`src/rpc_regs.svh`:
```
// Function
// Termination assertion sets status bits four/five
// Mask register bit blocks termination from alert
// Hold reset pin low 180 ms after supply
// Power-on reset loads all register defaults
// External low on reset pin resets device
// Host waits 180 ms, pulses over 0.8 ms
// Hardware reset restores subset, keeps limits, locked
// Software reset needs unlock key written first
// Key register returns default after software reset
// Software reset restores same set as hardware
// Intrusion rising edge latches status and alerts
// Intrusion bit held until clear bit written
// Battery below limit disables intrusion monitoring
// Intrusion alert waits for main rail power
// Diode, main, battery channels monitored at once
// Main rail switch-on gates quiet startup counter
// Shared fan drives float high at powerup
// Dedicated fan full after silent 4.6 s
// Other channels wait for setup-complete bit
// Host configures fully before setting setup bit
// Config 3 bit six enters XOR tree
// XOR result on open-drain pin, inputs selected
// XOR output is parity of all inputs
`ifndef RPC_REGS_SVH
`define RPC_REGS_SVH

`define RPC_CLK_MHZ       25
`define RPC_POR_HOLD_MS   180
`define RPC_POR_HOLD_CYC  (`RPC_POR_HOLD_MS * 1000 * `RPC_CLK_MHZ)
`define RPC_FAN_WAIT_MS   4600
`define RPC_FAN_WAIT_CYC  (`RPC_FAN_WAIT_MS * 1000 * `RPC_CLK_MHZ)
`define RPC_GUARD_CYC     2'h3

`define RPC_IDX_CFG0      8'h00
`define RPC_IDX_CFG1      8'h01
`define RPC_IDX_CFG3      8'h03
`define RPC_IDX_TMASK     8'h35
`define RPC_IDX_BATLIM    8'h75
`define RPC_IDX_KEY       8'h7b
`define RPC_IDX_BATVAL    8'h93
`define RPC_IDX_HSTAT     8'hbe
`define RPC_IDX_BSTAT     8'hc6
`define RPC_IDX_STATE     8'he0

`define RPC_DEF_CFG0      8'h20
`define RPC_DEF_CFG1      8'h81
`define RPC_DEF_CFG3      8'h00
`define RPC_DEF_TMASK     8'h00
`define RPC_DEF_BATLIM    8'h80
`define RPC_DEF_KEY       8'h00
`define RPC_UNLOCK_KEY    8'h6d

`define RPC_BIT_SWRST     7
`define RPC_BIT_LOCK      6
`define RPC_BIT_SETUP     5
`define RPC_BIT_XOR       6
`define RPC_BIT_CIR       5
`define RPC_BIT_INTR      7
`define RPC_TERM_HI       5
`define RPC_TERM_LO       4

`define RPC_RESP_OKAY     2'h0
`define RPC_RESP_SLVERR   2'h2

`endif

```
`src/rpc_pkg.sv`:
```
package rpc_pkg;

	typedef enum logic [1:0] {
		RPC_PU_HOLD = 2'b00,
		RPC_PU_RUN  = 2'b01,
		RPC_PU_EXT  = 2'b10
	} rpc_pu_t;

	typedef struct packed {
		logic        awvalid;
		logic [11:0] awaddr;
		logic        wvalid;
		logic [31:0] wdata;
		logic [3:0]  wstrb;
		logic        bready;
		logic        arvalid;
		logic [11:0] araddr;
		logic        rready;
	} rpc_axi_req_t;

	typedef struct packed {
		logic        awready;
		logic        wready;
		logic        bvalid;
		logic [1:0]  bresp;
		logic        arready;
		logic        rvalid;
		logic [31:0] rdata;
		logic [1:0]  rresp;
	} rpc_axi_rsp_t;

	typedef struct packed {
		rpc_pu_t     pu;
		logic [1:0]  guard;
		logic [7:0]  cfg0, cfg1, cfg3, tmask, bat_lim, key;
		logic        intr_lat, intr_prev, main_prev;
		logic [1:0]  term_host, term_bmc;
		logic        traffic, fan3_full, fan3_out;
		logic        alert, xor_oe, quiet_gate, sub_rst, early_mon;
		logic        aw_got, w_got, wlane, bvalid, rvalid;
		logic [11:0] awaddr;
		logic [7:0]  wdata, rdata;
		logic [1:0]  bresp, rresp;
	} rpc_state_t;

endpackage

```
`src/rpc_reset_intrusion_ctrl.sv`:
```
// The address map and the AXI4-Lite slave port were chosen for this implementation.
`timescale 1ns/100ps
`include "rpc_regs.svh"
module rpc_reset_intrusion_ctrl #(
	parameter int XOR_N        = 8,
	parameter int POR_HOLD_CYC = `RPC_POR_HOLD_CYC,
	parameter int FAN_WAIT_CYC = `RPC_FAN_WAIT_CYC
) (
	// System
	input  logic                  clk_sys,
	input  logic                  srst,
	// Register bus
	input  rpc_pkg::rpc_axi_req_t axi_req,
	output rpc_pkg::rpc_axi_rsp_t axi_rsp,
	// Supply and reset pin
	input  logic                  supply_ok,
	input  logic                  reset_pin_i,
	output logic                  reset_pin_o,
	output logic                  reset_pin_oe,
	output logic                  subset_reset,
	// Intrusion and termination sense
	input  logic                  intrusion_input,
	input  logic [1:0]            termination_sense_input,
	input  logic [7:0]            battery_rail_value,
	output logic                  intrusion_armed,
	output logic                  alert,
	// Monitoring and fans
	input  logic                  main_rail,
	input  logic                  dedicated_fan_prog,
	output logic                  early_mon_en,
	output logic                  all_mon_en,
	output logic                  quiet_start_gate,
	output logic [2:0]            fan_shared_oe,
	output logic                  dedicated_fan_drive,
	// Board test
	input  logic [XOR_N-1:0]      xor_in,
	output logic                  xor_pin_o,
	output logic                  xor_pin_oe
);
	import rpc_pkg::*;

	localparam int SW = XOR_N + 6;

	// ----------------------------------------------------------------
	// Input synchronisers and timers
	// ----------------------------------------------------------------
	logic [SW-1:0]    raw_in, sync_in;
	logic             sup_s, pin_s, intr_s, main_s;
	logic [1:0]       term_s;
	logic [XOR_N-1:0] xor_s;
	logic             por_done, fan_exp;
	rpc_state_t       s, next_s;

	assign raw_in = {xor_in, termination_sense_input, main_rail, intrusion_input,
		reset_pin_i, supply_ok};
	assign {xor_s, term_s, main_s, intr_s, pin_s, sup_s} = sync_in;

	rpc_sync #(.W(SW)) u_sync (
		.clk_sys (clk_sys),
		.srst    (srst),
		.d       (raw_in),
		.q       (sync_in)
	);

	rpc_timer #(.COUNT(POR_HOLD_CYC)) u_por_tmr (
		.clk_sys (clk_sys),
		.srst    (srst),
		.restart (~sup_s),
		.run     (s.pu == RPC_PU_HOLD),
		.expired (por_done)
	);

	rpc_timer #(.COUNT(FAN_WAIT_CYC)) u_fan_tmr (
		.clk_sys (clk_sys),
		.srst    (srst),
		.restart (main_s & ~s.main_prev),
		.run     (main_s),
		.expired (fan_exp)
	);

	// ----------------------------------------------------------------
	// Helpers
	// ----------------------------------------------------------------
	function automatic logic rpc_mapped(input logic [11:0] a);
		logic [7:0] i;
		i = a[9:2];
		if (a[11:10] != 2'h0) begin
			return 1'b0;
		end
		case (i)
			`RPC_IDX_CFG0, `RPC_IDX_CFG1, `RPC_IDX_CFG3, `RPC_IDX_TMASK,
			`RPC_IDX_BATLIM, `RPC_IDX_KEY, `RPC_IDX_BATVAL, `RPC_IDX_HSTAT,
			`RPC_IDX_BSTAT, `RPC_IDX_STATE: return 1'b1;
			default: return 1'b0;
		endcase
	endfunction

	// Registers touched by hardware and software reset alike
	function automatic rpc_state_t rpc_soft_defaults(input rpc_state_t x);
		rpc_state_t y;
		y = x;
		if (!x.cfg1[`RPC_BIT_LOCK]) begin
			y.cfg0  = `RPC_DEF_CFG0;
			y.cfg1  = `RPC_DEF_CFG1;
			y.cfg3  = `RPC_DEF_CFG3;
			y.tmask = `RPC_DEF_TMASK;
		end
		y.key       = `RPC_DEF_KEY;
		y.term_host = 2'h0;
		y.term_bmc  = 2'h0;
		return y;
	endfunction

	function automatic logic [7:0] rpc_read(input rpc_state_t x, input logic [7:0] i,
		input logic [7:0] bat);
		case (i)
			`RPC_IDX_CFG0:   return x.cfg0;
			`RPC_IDX_CFG1:   return x.cfg1;
			`RPC_IDX_CFG3:   return x.cfg3;
			`RPC_IDX_TMASK:  return x.tmask;
			`RPC_IDX_BATLIM: return x.bat_lim;
			`RPC_IDX_KEY:    return x.key;
			`RPC_IDX_BATVAL: return bat;
			`RPC_IDX_HSTAT:  return {x.intr_lat, 1'b0, x.term_host, 4'h0};
			`RPC_IDX_BSTAT:  return {2'h0, x.term_bmc, 4'h0};
			`RPC_IDX_STATE:  return {3'h0, x.traffic, x.fan3_full, x.bat_lim <= bat, x.pu};
			default:         return 8'h00;
		endcase
	endfunction

	// ----------------------------------------------------------------
	// Next state
	// ----------------------------------------------------------------
	logic       arm, main_rise, intr_rise, wr_go, sw_go, wr_ok, lock;
	logic [7:0] wi;

	assign arm       = battery_rail_value >= s.bat_lim;
	assign main_rise = main_s & ~s.main_prev;
	assign intr_rise = intr_s & ~s.intr_prev;
	assign wr_go     = s.aw_got & s.w_got & ~s.bvalid;
	assign wi        = s.awaddr[9:2];
	assign wr_ok     = rpc_mapped(s.awaddr);
	assign lock      = s.cfg1[`RPC_BIT_LOCK];

	always_comb begin
		next_s            = s;
		sw_go             = 1'b0;
		next_s.quiet_gate = main_rise;
		next_s.early_mon  = 1'b1;
		next_s.main_prev  = main_s;
		next_s.intr_prev  = intr_s;
		case (s.pu)
			RPC_PU_HOLD: begin
				if (por_done && sup_s) begin
					next_s.pu    = RPC_PU_RUN;
					next_s.guard = `RPC_GUARD_CYC;
				end
			end
			RPC_PU_RUN: begin
				if (!sup_s) begin
					next_s.pu = RPC_PU_HOLD;
				end else if (s.guard != 2'h0) begin
					next_s.guard = s.guard - 2'h1;
				end else if (!pin_s) begin
					next_s.pu = RPC_PU_EXT;
				end
			end
			RPC_PU_EXT: begin
				if (!sup_s) begin
					next_s.pu = RPC_PU_HOLD;
				end else if (pin_s) begin
					next_s.pu = RPC_PU_RUN;
				end
			end
			default: begin
				next_s.pu = RPC_PU_HOLD;
			end
		endcase
		if (main_rise) begin
			next_s.traffic   = 1'b0;
			next_s.fan3_full = 1'b0;
		end
		// Bus channels
		if (axi_req.awvalid && axi_rsp.awready) begin
			next_s.aw_got  = 1'b1;
			next_s.awaddr  = axi_req.awaddr;
			next_s.traffic = 1'b1;
		end
		if (axi_req.wvalid && axi_rsp.wready) begin
			next_s.w_got = 1'b1;
			next_s.wdata = axi_req.wdata[7:0];
			next_s.wlane = axi_req.wstrb[0];
		end
		if (s.bvalid && axi_req.bready) begin
			next_s.bvalid = 1'b0;
		end
		if (s.rvalid && axi_req.rready) begin
			next_s.rvalid = 1'b0;
		end
		if (axi_req.arvalid && axi_rsp.arready) begin
			next_s.rvalid  = 1'b1;
			next_s.traffic = 1'b1;
			next_s.rdata   = rpc_read(s, axi_req.araddr[9:2], battery_rail_value);
			next_s.rresp   = rpc_mapped(axi_req.araddr) ? `RPC_RESP_OKAY : `RPC_RESP_SLVERR;
		end
		if (wr_go) begin
			next_s.aw_got = 1'b0;
			next_s.w_got  = 1'b0;
			next_s.bvalid = 1'b1;
			next_s.bresp  = wr_ok ? `RPC_RESP_OKAY : `RPC_RESP_SLVERR;
			if (wr_ok && s.wlane) begin
				case (wi)
					`RPC_IDX_CFG0: begin
						if (!lock) begin
							next_s.cfg0 = {1'b0, s.wdata[6:0]};
							sw_go = s.wdata[`RPC_BIT_SWRST] && (s.key == `RPC_UNLOCK_KEY);
						end
					end
					`RPC_IDX_CFG1: begin
						if (!lock) begin
							next_s.cfg1 = s.wdata;
						end
					end
					`RPC_IDX_CFG3: begin
						if (!lock) begin
							next_s.cfg3 = s.wdata;
						end
					end
					`RPC_IDX_TMASK: begin
						if (!lock) begin
							next_s.tmask = s.wdata;
						end
					end
					`RPC_IDX_BATLIM: next_s.bat_lim = s.wdata;
					`RPC_IDX_KEY:    next_s.key = s.wdata;
					`RPC_IDX_HSTAT: begin
						next_s.term_host = s.term_host & ~s.wdata[`RPC_TERM_HI:`RPC_TERM_LO];
					end
					`RPC_IDX_BSTAT: begin
						next_s.term_bmc = s.term_bmc & ~s.wdata[`RPC_TERM_HI:`RPC_TERM_LO];
					end
					default: begin
					end
				endcase
			end
		end
		// Subset reset from the pin or from software
		next_s.sub_rst = sw_go | (s.pu == RPC_PU_EXT);
		if (next_s.sub_rst) begin
			next_s = rpc_soft_defaults(next_s);
		end
		// Events: a set in the clearing cycle wins
		next_s.term_host = next_s.term_host | term_s;
		next_s.term_bmc  = next_s.term_bmc | term_s;
		if (s.cfg3[`RPC_BIT_CIR]) begin
			next_s.intr_lat = 1'b0;
		end
		if (intr_rise && arm) begin
			next_s.intr_lat = 1'b1;
		end
		// A stale expiry from an earlier main rail period must not force the fan
		if (fan_exp && !next_s.traffic && main_s && !main_rise) begin
			next_s.fan3_full = 1'b1;
		end
		next_s.fan3_out = next_s.fan3_full | (next_s.traffic & dedicated_fan_prog);
		next_s.alert = (next_s.intr_lat & main_s)
			| (|(next_s.term_host & ~next_s.tmask[`RPC_TERM_HI:`RPC_TERM_LO]));
		next_s.xor_oe = next_s.cfg3[`RPC_BIT_XOR] & ~(^xor_s);
	end

	always_ff @(posedge clk_sys) begin
		if (srst) begin
			s         <= '0;
			s.pu      <= RPC_PU_HOLD;
			s.cfg0    <= `RPC_DEF_CFG0;
			s.cfg1    <= `RPC_DEF_CFG1;
			s.cfg3    <= `RPC_DEF_CFG3;
			s.tmask   <= `RPC_DEF_TMASK;
			s.bat_lim <= `RPC_DEF_BATLIM;
			s.key     <= `RPC_DEF_KEY;
		end else begin
			s <= next_s;
		end
	end

	// ----------------------------------------------------------------
	// Outputs
	// ----------------------------------------------------------------
	always_comb begin
		axi_rsp         = '0;
		axi_rsp.awready = ~s.aw_got & ~s.bvalid;
		axi_rsp.wready  = ~s.w_got & ~s.bvalid;
		axi_rsp.bvalid  = s.bvalid;
		axi_rsp.bresp   = s.bresp;
		axi_rsp.arready = ~s.rvalid;
		axi_rsp.rvalid  = s.rvalid;
		axi_rsp.rdata   = {24'h0, s.rdata};
		axi_rsp.rresp   = s.rresp;
	end

	assign reset_pin_o         = 1'b0;
	assign reset_pin_oe        = (s.pu == RPC_PU_HOLD);
	assign subset_reset        = s.sub_rst;
	assign intrusion_armed     = arm;
	assign alert               = s.alert;
	assign early_mon_en        = s.early_mon;
	assign all_mon_en          = s.cfg1[`RPC_BIT_SETUP];
	assign quiet_start_gate    = s.quiet_gate;
	assign fan_shared_oe       = 3'h0;
	assign dedicated_fan_drive = s.fan3_out;
	assign xor_pin_o           = 1'b0;
	assign xor_pin_oe          = s.xor_oe;
endmodule

```
`src/rpc_sync.sv`:
```
`timescale 1ns/100ps
module rpc_sync #(
	parameter int W = 1
) (
	// System
	input  logic         clk_sys,
	input  logic         srst,
	// Data
	input  logic [W-1:0] d,
	output logic [W-1:0] q
);
	typedef struct packed {
		logic [W-1:0] s1;
		logic [W-1:0] s2;
	} rpc_sync_st_t;

	rpc_sync_st_t s, next_s;

	always_comb begin
		next_s    = s;
		next_s.s1 = d;
		next_s.s2 = s.s1;
	end

	always_ff @(posedge clk_sys) begin
		if (srst) begin
			s <= '0;
		end else begin
			s <= next_s;
		end
	end

	assign q = s.s2;
endmodule

```
`src/rpc_timer.sv`:
```
`timescale 1ns/100ps
module rpc_timer #(
	parameter int COUNT = 4
) (
	// System
	input  logic clk_sys,
	input  logic srst,
	// Control
	input  logic restart,
	input  logic run,
	output logic expired
);
	localparam int CW = $clog2(COUNT + 1);

	typedef struct packed {
		logic [CW-1:0] cnt;
		logic          done;
	} rpc_tmr_st_t;

	rpc_tmr_st_t s, next_s;

	always_comb begin
		next_s = s;
		if (restart) begin
			next_s.cnt  = CW'(COUNT - 1);
			next_s.done = 1'b0;
		end else if (run && !s.done) begin
			if (s.cnt == '0) begin
				next_s.done = 1'b1;
			end else begin
				next_s.cnt = s.cnt - 1'b1;
			end
		end
	end

	always_ff @(posedge clk_sys) begin
		if (srst) begin
			s.cnt  <= CW'(COUNT - 1);
			s.done <= 1'b0;
		end else begin
			s <= next_s;
		end
	end

	assign expired = s.done;
endmodule

```
`config.mk`:
```
export PLATFORM = sky130hd
export DESIGN_NAME = rpc_reset_intrusion_ctrl
export DESIGN_NICKNAME = d
export VERILOG_FILES = /design/src/rpc_pkg.sv /design/src/rpc_reset_intrusion_ctrl.sv /design/src/rpc_sync.sv /design/src/rpc_timer.sv
export VERILOG_INCLUDE_DIRS = /design/src
export SDC_FILE = /design/constraint.sdc
export NUM_CORES = 1
export LEC_CHECK = 0
export BUFFER_PORTS_ARGS = -buffer_cell sky130_fd_sc_hd__buf_2
export CELL_PAD_IN_SITES_DETAIL_PLACEMENT = 1
export CELL_PAD_IN_SITES_GLOBAL_PLACEMENT = 1
export CORE_MARGIN = 5
export CORE_UTILIZATION = 43
export CTS_CLUSTER_DIAMETER = 30
export CTS_CLUSTER_SIZE = 40
export DETAILED_ROUTE_END_ITERATION = 10
export PLACE_DENSITY_LB_ADDON = 0.1
export SETUP_SLACK_MARGIN = 0.02
export SLEW_MARGIN = 20
export SYNTH_ARGS = -nofsm -noshare
export SYNTH_HDL_FRONTEND = slang
export SYNTH_HIERARCHICAL = 1
export SYNTH_SLANG_ARGS = --single-unit
```
`constraint.sdc`:
```
create_clock -name clk_sys -period 2.6 [get_ports clk_sys]
set_input_delay 0.13 -clock clk_sys [delete_from_list [all_inputs] [get_ports clk_sys]]
set_output_delay 0.13 -clock clk_sys [all_outputs]
set_load 0.01 [all_outputs]
```
==> results.json, run 1 <==
{
  "antenna_cells": 0,
  "finalHoldViolCount": 0,
  "std_cell_rows": 52,
  "cts_tree": "done",
  "setup_viol": 0,
  "finClkSkew_ps": 9.71,
  "synth_cell_types": 87,
  "ys_seq_area_frac": 0.408,
  "max_slew_margin": 0.358,
  "postLayoutSetupSlackWorst_ps": 195,
  "worst-endpoint-arrival_ps": 2710,
  "hold_start": "axi_req[13]",
  "worst_hold_slack_ps": 93.7,
  "ys_async_sr_fraction": 0,
  "crit_type": "reg -> reg",
  "yosysTopAreaCell": "dfxtp_1",
  "p_total_mw": 6.00,
  "ant_nets": 0,
  "wl_um": 24000,
  "fillCellCount": 2366,
  "first_global_vias": 7525,
  "die_area_um2": 23500,
  "die_h_um": 153,
  "core_um2": 20200,
  "ys_ff_latch": 180,
  "via_count": 7363,
  "finalNonFillerCells": 1376,
  "clock_sinks": 180,
  "p_leak_nw": 4.22,
  "viasPerCell": 5.35,
  "grt_use_met2": 0.358,
  "dieWidth_um": 153,
  "grt_use_total": 0.203,
  "status": "completed",
  "fin_setup_tns_ps": 0,
  "avgRoutedWirePerCell_um": 17.5,
  "worst-path-max-fanout": 7,
  "pre_cts_ws_ps": 134,
  "place_congestion": 0.837,
  "busiest_layer": "met2",
  "met3_usage": 0.0362,
  "synth_ff_type": "dfxtp_1",
  "drc": 0,
  "port_buffers": 82,
  "grt_pass1_wl_um": 39400,
  "drt_first_pass_iters": 5,
  "drt_iter0_markers": 235,
  "p_per_area_nw_per_um2": 574,
  "r2r_cells": 7,
  "numCtsBuffers": 17,
  "grt_overflow": 0,
  "root_buffer": "clkbuf_16",
  "min_path_type": "in -> reg",
  "syn_area_per_cell_um2": 9.15,
  "rsz0062_at_grt": "no",
  "antenna_found_initial": 0,
  "worstMarginPinSlew_ps": 960,
  "grt_use_met1": 0.262,
  "netlist_area_um2": 8820,
  "grt_max_degree": 35,
  "vdd_drop_max_mv": 0.492,
  "clk_latency_ps": 430,
  "worstHoldPathCells": 4,
  "crit_path_start": "s[25]",
  "nNetsFinal": 1195,
  "fmax_mhz": 416,
  "fin_crit_ps": 2400,
  "period_share": 0.925,
  "hpwlAfterDp_um": 17000,
  "place_inst": 1304,
  "clock_path_buffers": 2,
  "maxCapViolations": 0,
  "io_pins": 145,
  "path_clk_slew_ps": 70,
  "yosys.area.top_type_share": 0.408,
  "postCtsSetupRepairBufs": 0,
  "end_kind": "register",
  "syn_inst": 964,
  "startpoint_type": "register",
  "start_util": 0.436,
  "crit-reg2reg-launch": "s[25]",
  "area_growth_pct": 18.5,
  "cts-htree-levels": 4,
  "slew_violations": 0,
  "synth_area_leaders": "dfxtp_1, mux2i_1, nor2_1, buf_4, nand2_1",
  "required_ps": 2910,
  "drive_gt1_frac": 0.202,
  "synth_edf_count": 0,
  "yosysWarnings": 6
}
[cells by family after synthesis]
family	Yosys count	synth area share
and+or+nand+nor	408	0.279
DFF	180	0.408
AOI/OAI and AO/OA	169	0.126
buffers and inverters	109	0.0751
muxes	67	0.0761
xor gates and xnor gates	18	0.0179
adders and majority gates	12	0.0170
other	1	0.000425
[repair_timing]
item | in CTS | in global routing
setup endpoints to repair | 0 | 16
hold buffers | 40 | 0
hold endpoints to repair | 38 | 0
gates resized for setup | 0 | 4
[layout make-up]
cell class | instances | area, µm² | area share
Inverter | 22 | 82.6 | 0.00790
Clock buffer | 19 | 443 | 0.0424
Multi-Input combinational cell | 705 | 4690 | 0.449
Sequential cell | 180 | 3600 | 0.345
Tap cell | 270 | 338 | 0.0323
Timing Repair Buffer | 167 | 1150 | 0.110
Clock inverter | 13 | 148 | 0.0141
[registers in the layout, indices dropped and copies added, names as in the netlist, 12 cells and up]
name	count
axi_rsp	12
s	80
u_fan_tmr/s	27
u_por_tmr/s	23
u_sync/next_s	14
u_sync/q	14
[per-layer routing]
layer	routed length (µm)	vias to the layer above
met2	12000	129
met1	10900	3561
met3	836	21
li1	-	3652
met5	0	-
met4	248	0
[cell usage after synthesis (all sizes together) (7+ instances only)]
master and number:
nand4 11, a21oi 38, nor3 28, a211oi 11
ha 12, nor3b 8, and4 8, or3 17
a22oi 20, xnor2 16, mux2i 66, and2b 8
inv 22, or4 20, nor2b 36, and2 9
clkbuf 23, nand3 15, nor2 118, and3 16
or2 7, a31oi 17, nor4 20, o21ai 38
dfxtp 180, o31ai 10, nand2 61, buf 64
[through the flow]
| step | cell area (µm²) | utilization |
|---|---|---|
| final | 10500 | 0.517 |
| after CTS | 10400 | 0.516 |
| after global placement | 9440 | 0.467 |
| after floorplan | 8940 | - |
| after detailed placement | 9440 | 0.467 |
| after global routing | 10500 | 0.517 |
[power by group]
group | internal, mW | total [mW] | switching [mW]
Combinational | 0.221 | 0.527 | 0.307
Sequential | 2.82 | 2.88 | 0.0610
Clock | 1.45 | 2.59 | 1.14
[cell usage in the layout (no fill, tap or decap), drive strengths merged, types with 4 or more instances in the layout]
| cell type | n |
|---|---|
| a211oi | 11 |
| a21oi | 38 |
| a22oi | 20 |
| a31oi | 17 |
| and2 | 9 |
| and2b | 8 |
| and3 | 16 |
| and4 | 8 |
| and4b | 4 |
| buf | 127 |
| clkbuf | 19 |
| clkinv | 4 |
| clkinvlp | 4 |
| conb | 31 |
| dfxtp | 180 |
| dlygate4sd3 | 40 |
| ha | 12 |
| inv | 25 |
| mux2i | 66 |
| nand2 | 61 |
| nand2b | 6 |
| nand3 | 15 |
| nand4 | 11 |
| nand4b | 4 |
| nor2 | 118 |
| nor2b | 36 |
| nor3 | 28 |
| nor3b | 8 |
| nor4 | 20 |
| nor4b | 4 |
| o211ai | 4 |
| o21ai | 38 |
| o31ai | 10 |
| o41ai | 4 |
| or2 | 7 |
| or3 | 17 |
| or4 | 20 |
| xnor2 | 16 |
[path summary, 6_finish.rpt]
kind / end / slack, ps
min: axi_rsp[4] / 90
max: s[77] / 200
max reg2reg: s[77] / 200
min reg2reg: quiet_start_gate / 420
[critical path, stage by stage, from the launching register on]
cell and delay, ps:
dfxtp_1 380, or4b_4 580, nor3_4 200, nand2_2 120, nor4b_4 340, buf_4 260
mux2i_1 360, nor2_4 50
Note: power is estimated with default switching activity, not from simulation.
==> inputs of run 2 (changes only) <==
--- a/config.mk
+++ b/config.mk
@@ -7,10 +7,9 @@
 export NUM_CORES = 1
 export LEC_CHECK = 0
 export BUFFER_PORTS_ARGS = -buffer_cell sky130_fd_sc_hd__buf_2
-export CELL_PAD_IN_SITES_DETAIL_PLACEMENT = 1
-export CELL_PAD_IN_SITES_GLOBAL_PLACEMENT = 1
-export CORE_MARGIN = 5
-export CORE_UTILIZATION = 43
+export CELL_PAD_IN_SITES_DETAIL_PLACEMENT = 0
+export CELL_PAD_IN_SITES_GLOBAL_PLACEMENT = 2
+export CORE_UTILIZATION = 35
 export CTS_CLUSTER_DIAMETER = 30
 export CTS_CLUSTER_SIZE = 40
 export DETAILED_ROUTE_END_ITERATION = 10
==> constraint.sdc (replaced) <==
create_clock -name clk_sys -period 2.5 [get_ports clk_sys]
set_input_delay 0.125 -clock clk_sys [delete_from_list [all_inputs] [get_ports clk_sys]]
set_output_delay 0.125 -clock clk_sys [all_outputs]
set_load 0.01 [all_outputs]
==> results.json, run 2 (synthesized netlist as in run 1, its figures left out) <==
{
  "rsz0062_at_grt": "no",
  "finClkSkew_ps": 11.5,
  "worstHoldPathCells": 4,
  "avgRoutedWirePerCell_um": 15.9,
  "grt_pass1_wl_um": 36900,
  "clk_latency_ps": 430,
  "std_cell_rows": 57,
  "finalInstanceArea_um2": 10600,
  "largest_register_ffs": 80,
  "final_common_cell": "dfxtp_1",
  "drive_gt1_frac": 0.204,
  "die_area_um2": 25900,
  "fmax_mhz": 420,
  "wl_um": 22800,
  "numCtsBuffers": 17,
  "end_kind": "register",
  "period_share": 0.953,
  "r2r_cells": 5,
  "clock_sinks": 180,
  "grt_overflow": 0,
  "clock_path_buffers": 2,
  "postCtsSetupRepairBufs": 0,
  "p_sw_frac": 0.251,
  "p_leak_nw": 4.27,
  "rrSetupSlack_ps": 120,
  "crit-reg2reg-launch": "u_fan_tmr/s[5]",
  "ant_nets": 0,
  "antenna_cells": 0,
  "grt_max_degree": 34,
  "core_um2": 24500,
  "path_clk_slew_ps": 70,
  "root_buffer": "clkbuf_16",
  "hold_path_end": "axi_rsp[4]",
  "max_slew_margin": 0.439,
  "cts-htree-levels": 4,
  "setup_viol": 0,
  "pwr-share-comb": 0.088,
  "fin_setup_tns_ps": 0,
  "drt_iter0_markers": 383,
  "critPathMaxStageDelay_ps": 580,
  "drc": 0,
  "cts_tree": "done",
  "place_area_um2": 9560,
  "grt_use_total": 0.180,
  "place_congestion": 0.791,
  "p_switching_mw": 1.58,
  "dieWidth_um": 161,
  "fin_crit_ps": 2380,
  "worst-endpoint-arrival_ps": 2740,
  "worstPathCellList": "or4_4 -> or3_4 -> or3_1 -> or4_1 -> nand3_1",
  "die_h_um": 161,
  "power_frac_clock": 0.437,
  "drt_first_pass_iters": 6,
  "final_cell_mix": "dfxtp_1, nor2_1, buf_2, mux2i_1, nand2_1",
  "io_pins": 145,
  "maxCapViolations": 0,
  "port_buffers": 82,
  "min_path_type": "in -> reg",
  "crit_type": "reg -> reg",
  "startpoint_type": "register",
  "rr_endpoint": "u_fan_tmr/s[18]",
  "worstMarginPinSlew_ps": 838,
  "viasPerCell": 4.96,
  "slowest_stage": "or4_4",
  "hpwlAfterDp_um": 16700,
  "start_util": 0.360,
  "worst_hold_slack_ps": 98.3,
  "required_ps": 2860,
  "first_global_vias": 6780,
  "area_growth_pct": 19.7,
  "nNetsFinal": 1200,
  "hold_start": "axi_req[13]",
  "status": "completed",
  "via_count": 7121,
  "antenna_found_initial": 0,
  "vdd_drop_max_mv": 0.367,
  "regMostFlops": "s",
  "p_per_area_nw_per_um2": 596,
  "internal_power_mw": 4.71,
  "p_seq_frac": 0.475,
  "reg_top3": "s: 80 flops, u_fan_tmr/s: 27 flops, u_por_tmr/s: 23 flops",
  "worst-path-max-fanout": 7,
  "slew_violations": 0,
  "finalHoldViolCount": 0
}
## run 2: changes by cell type in the layout (fill, tap and decap cells not counted), moves of 2 or more
cell,before,now
inv_6,3,6
buf_4,45,49
clkinv_4,3,1
clkinvlp_4,4,2
## run 2: area by class of cell
cell class              count  area [µm²]
fillers                  2532       14000
clock inverters            13         146
multi-input cells         705        4680
clock buffers              19         453
well taps                 324         405
repair buffers            172        1200
flip-flops and latches    180        3600
inverters                  22        82.6
## run 2: repair_timing
| action | CTS | global route |
|---|---|---|
| resized for setup | 0 | 1 |
| hold endpoints to repair | 38 | 0 |
| endpoints found under the setup margin | 0 | 1 |
| hold buffers | 40 | 0 |
## run 2: stage by stage
step | cells | util | total power [mW] | worst slack [ps]
after CTS | 1435 | 0.430 | 6.39 | 118
final | 1435 | 0.431 | 6.29 | 118
after floorplan | 994 | - | 3.41 | 263
after global placement | 1363 | 0.390 | 3.57 | 166
after detailed placement | 1363 | 0.390 | 3.57 | 162
after global routing | 1435 | 0.431 | 6.57 | 25.8
## run 2: how the worst max path moves through the flow
stage / from / to / cells after the start
detailed placement: u_fan_tmr/s[5] / u_fan_tmr/s[14] / 5
global route: u_fan_tmr/s[5] / u_fan_tmr/s[16] / 5
finish: u_fan_tmr/s[5] / u_fan_tmr/s[18] / 5
CTS: u_fan_tmr/s[5] / u_fan_tmr/s[14] / 5
floorplan: u_fan_tmr/s[5] / u_fan_tmr/s[18] / 6
global placement: u_fan_tmr/s[5] / u_fan_tmr/s[16] / 5
## run 2: routing by layer
layer / GRT usage / vias up / share of wire
met5: 0 / - / 0
met4: 0.0450 / 0 / 0.010
met3: 0.0302 / 14 / 0.033
met2: 0.299 / 132 / 0.47
met1: 0.242 / 3311 / 0.49
li1: - / 3664 / -
## run 2: power by group through the flow
stage	combinational (mW)	sequential (mW)	clock (mW)
after floorplan	0.379	3.03	0
after global placement	0.518	3.06	0
after detailed placement	0.517	3.05	0
after CTS	0.565	2.99	2.84
after global routing	0.616	3.00	2.96
final	0.557	2.99	2.75
## run 2: worst max-delay path: cells and delay by family (launching register included)
kind	cells	cell delay [ps]
flops	1	360
simple gates	5	1960
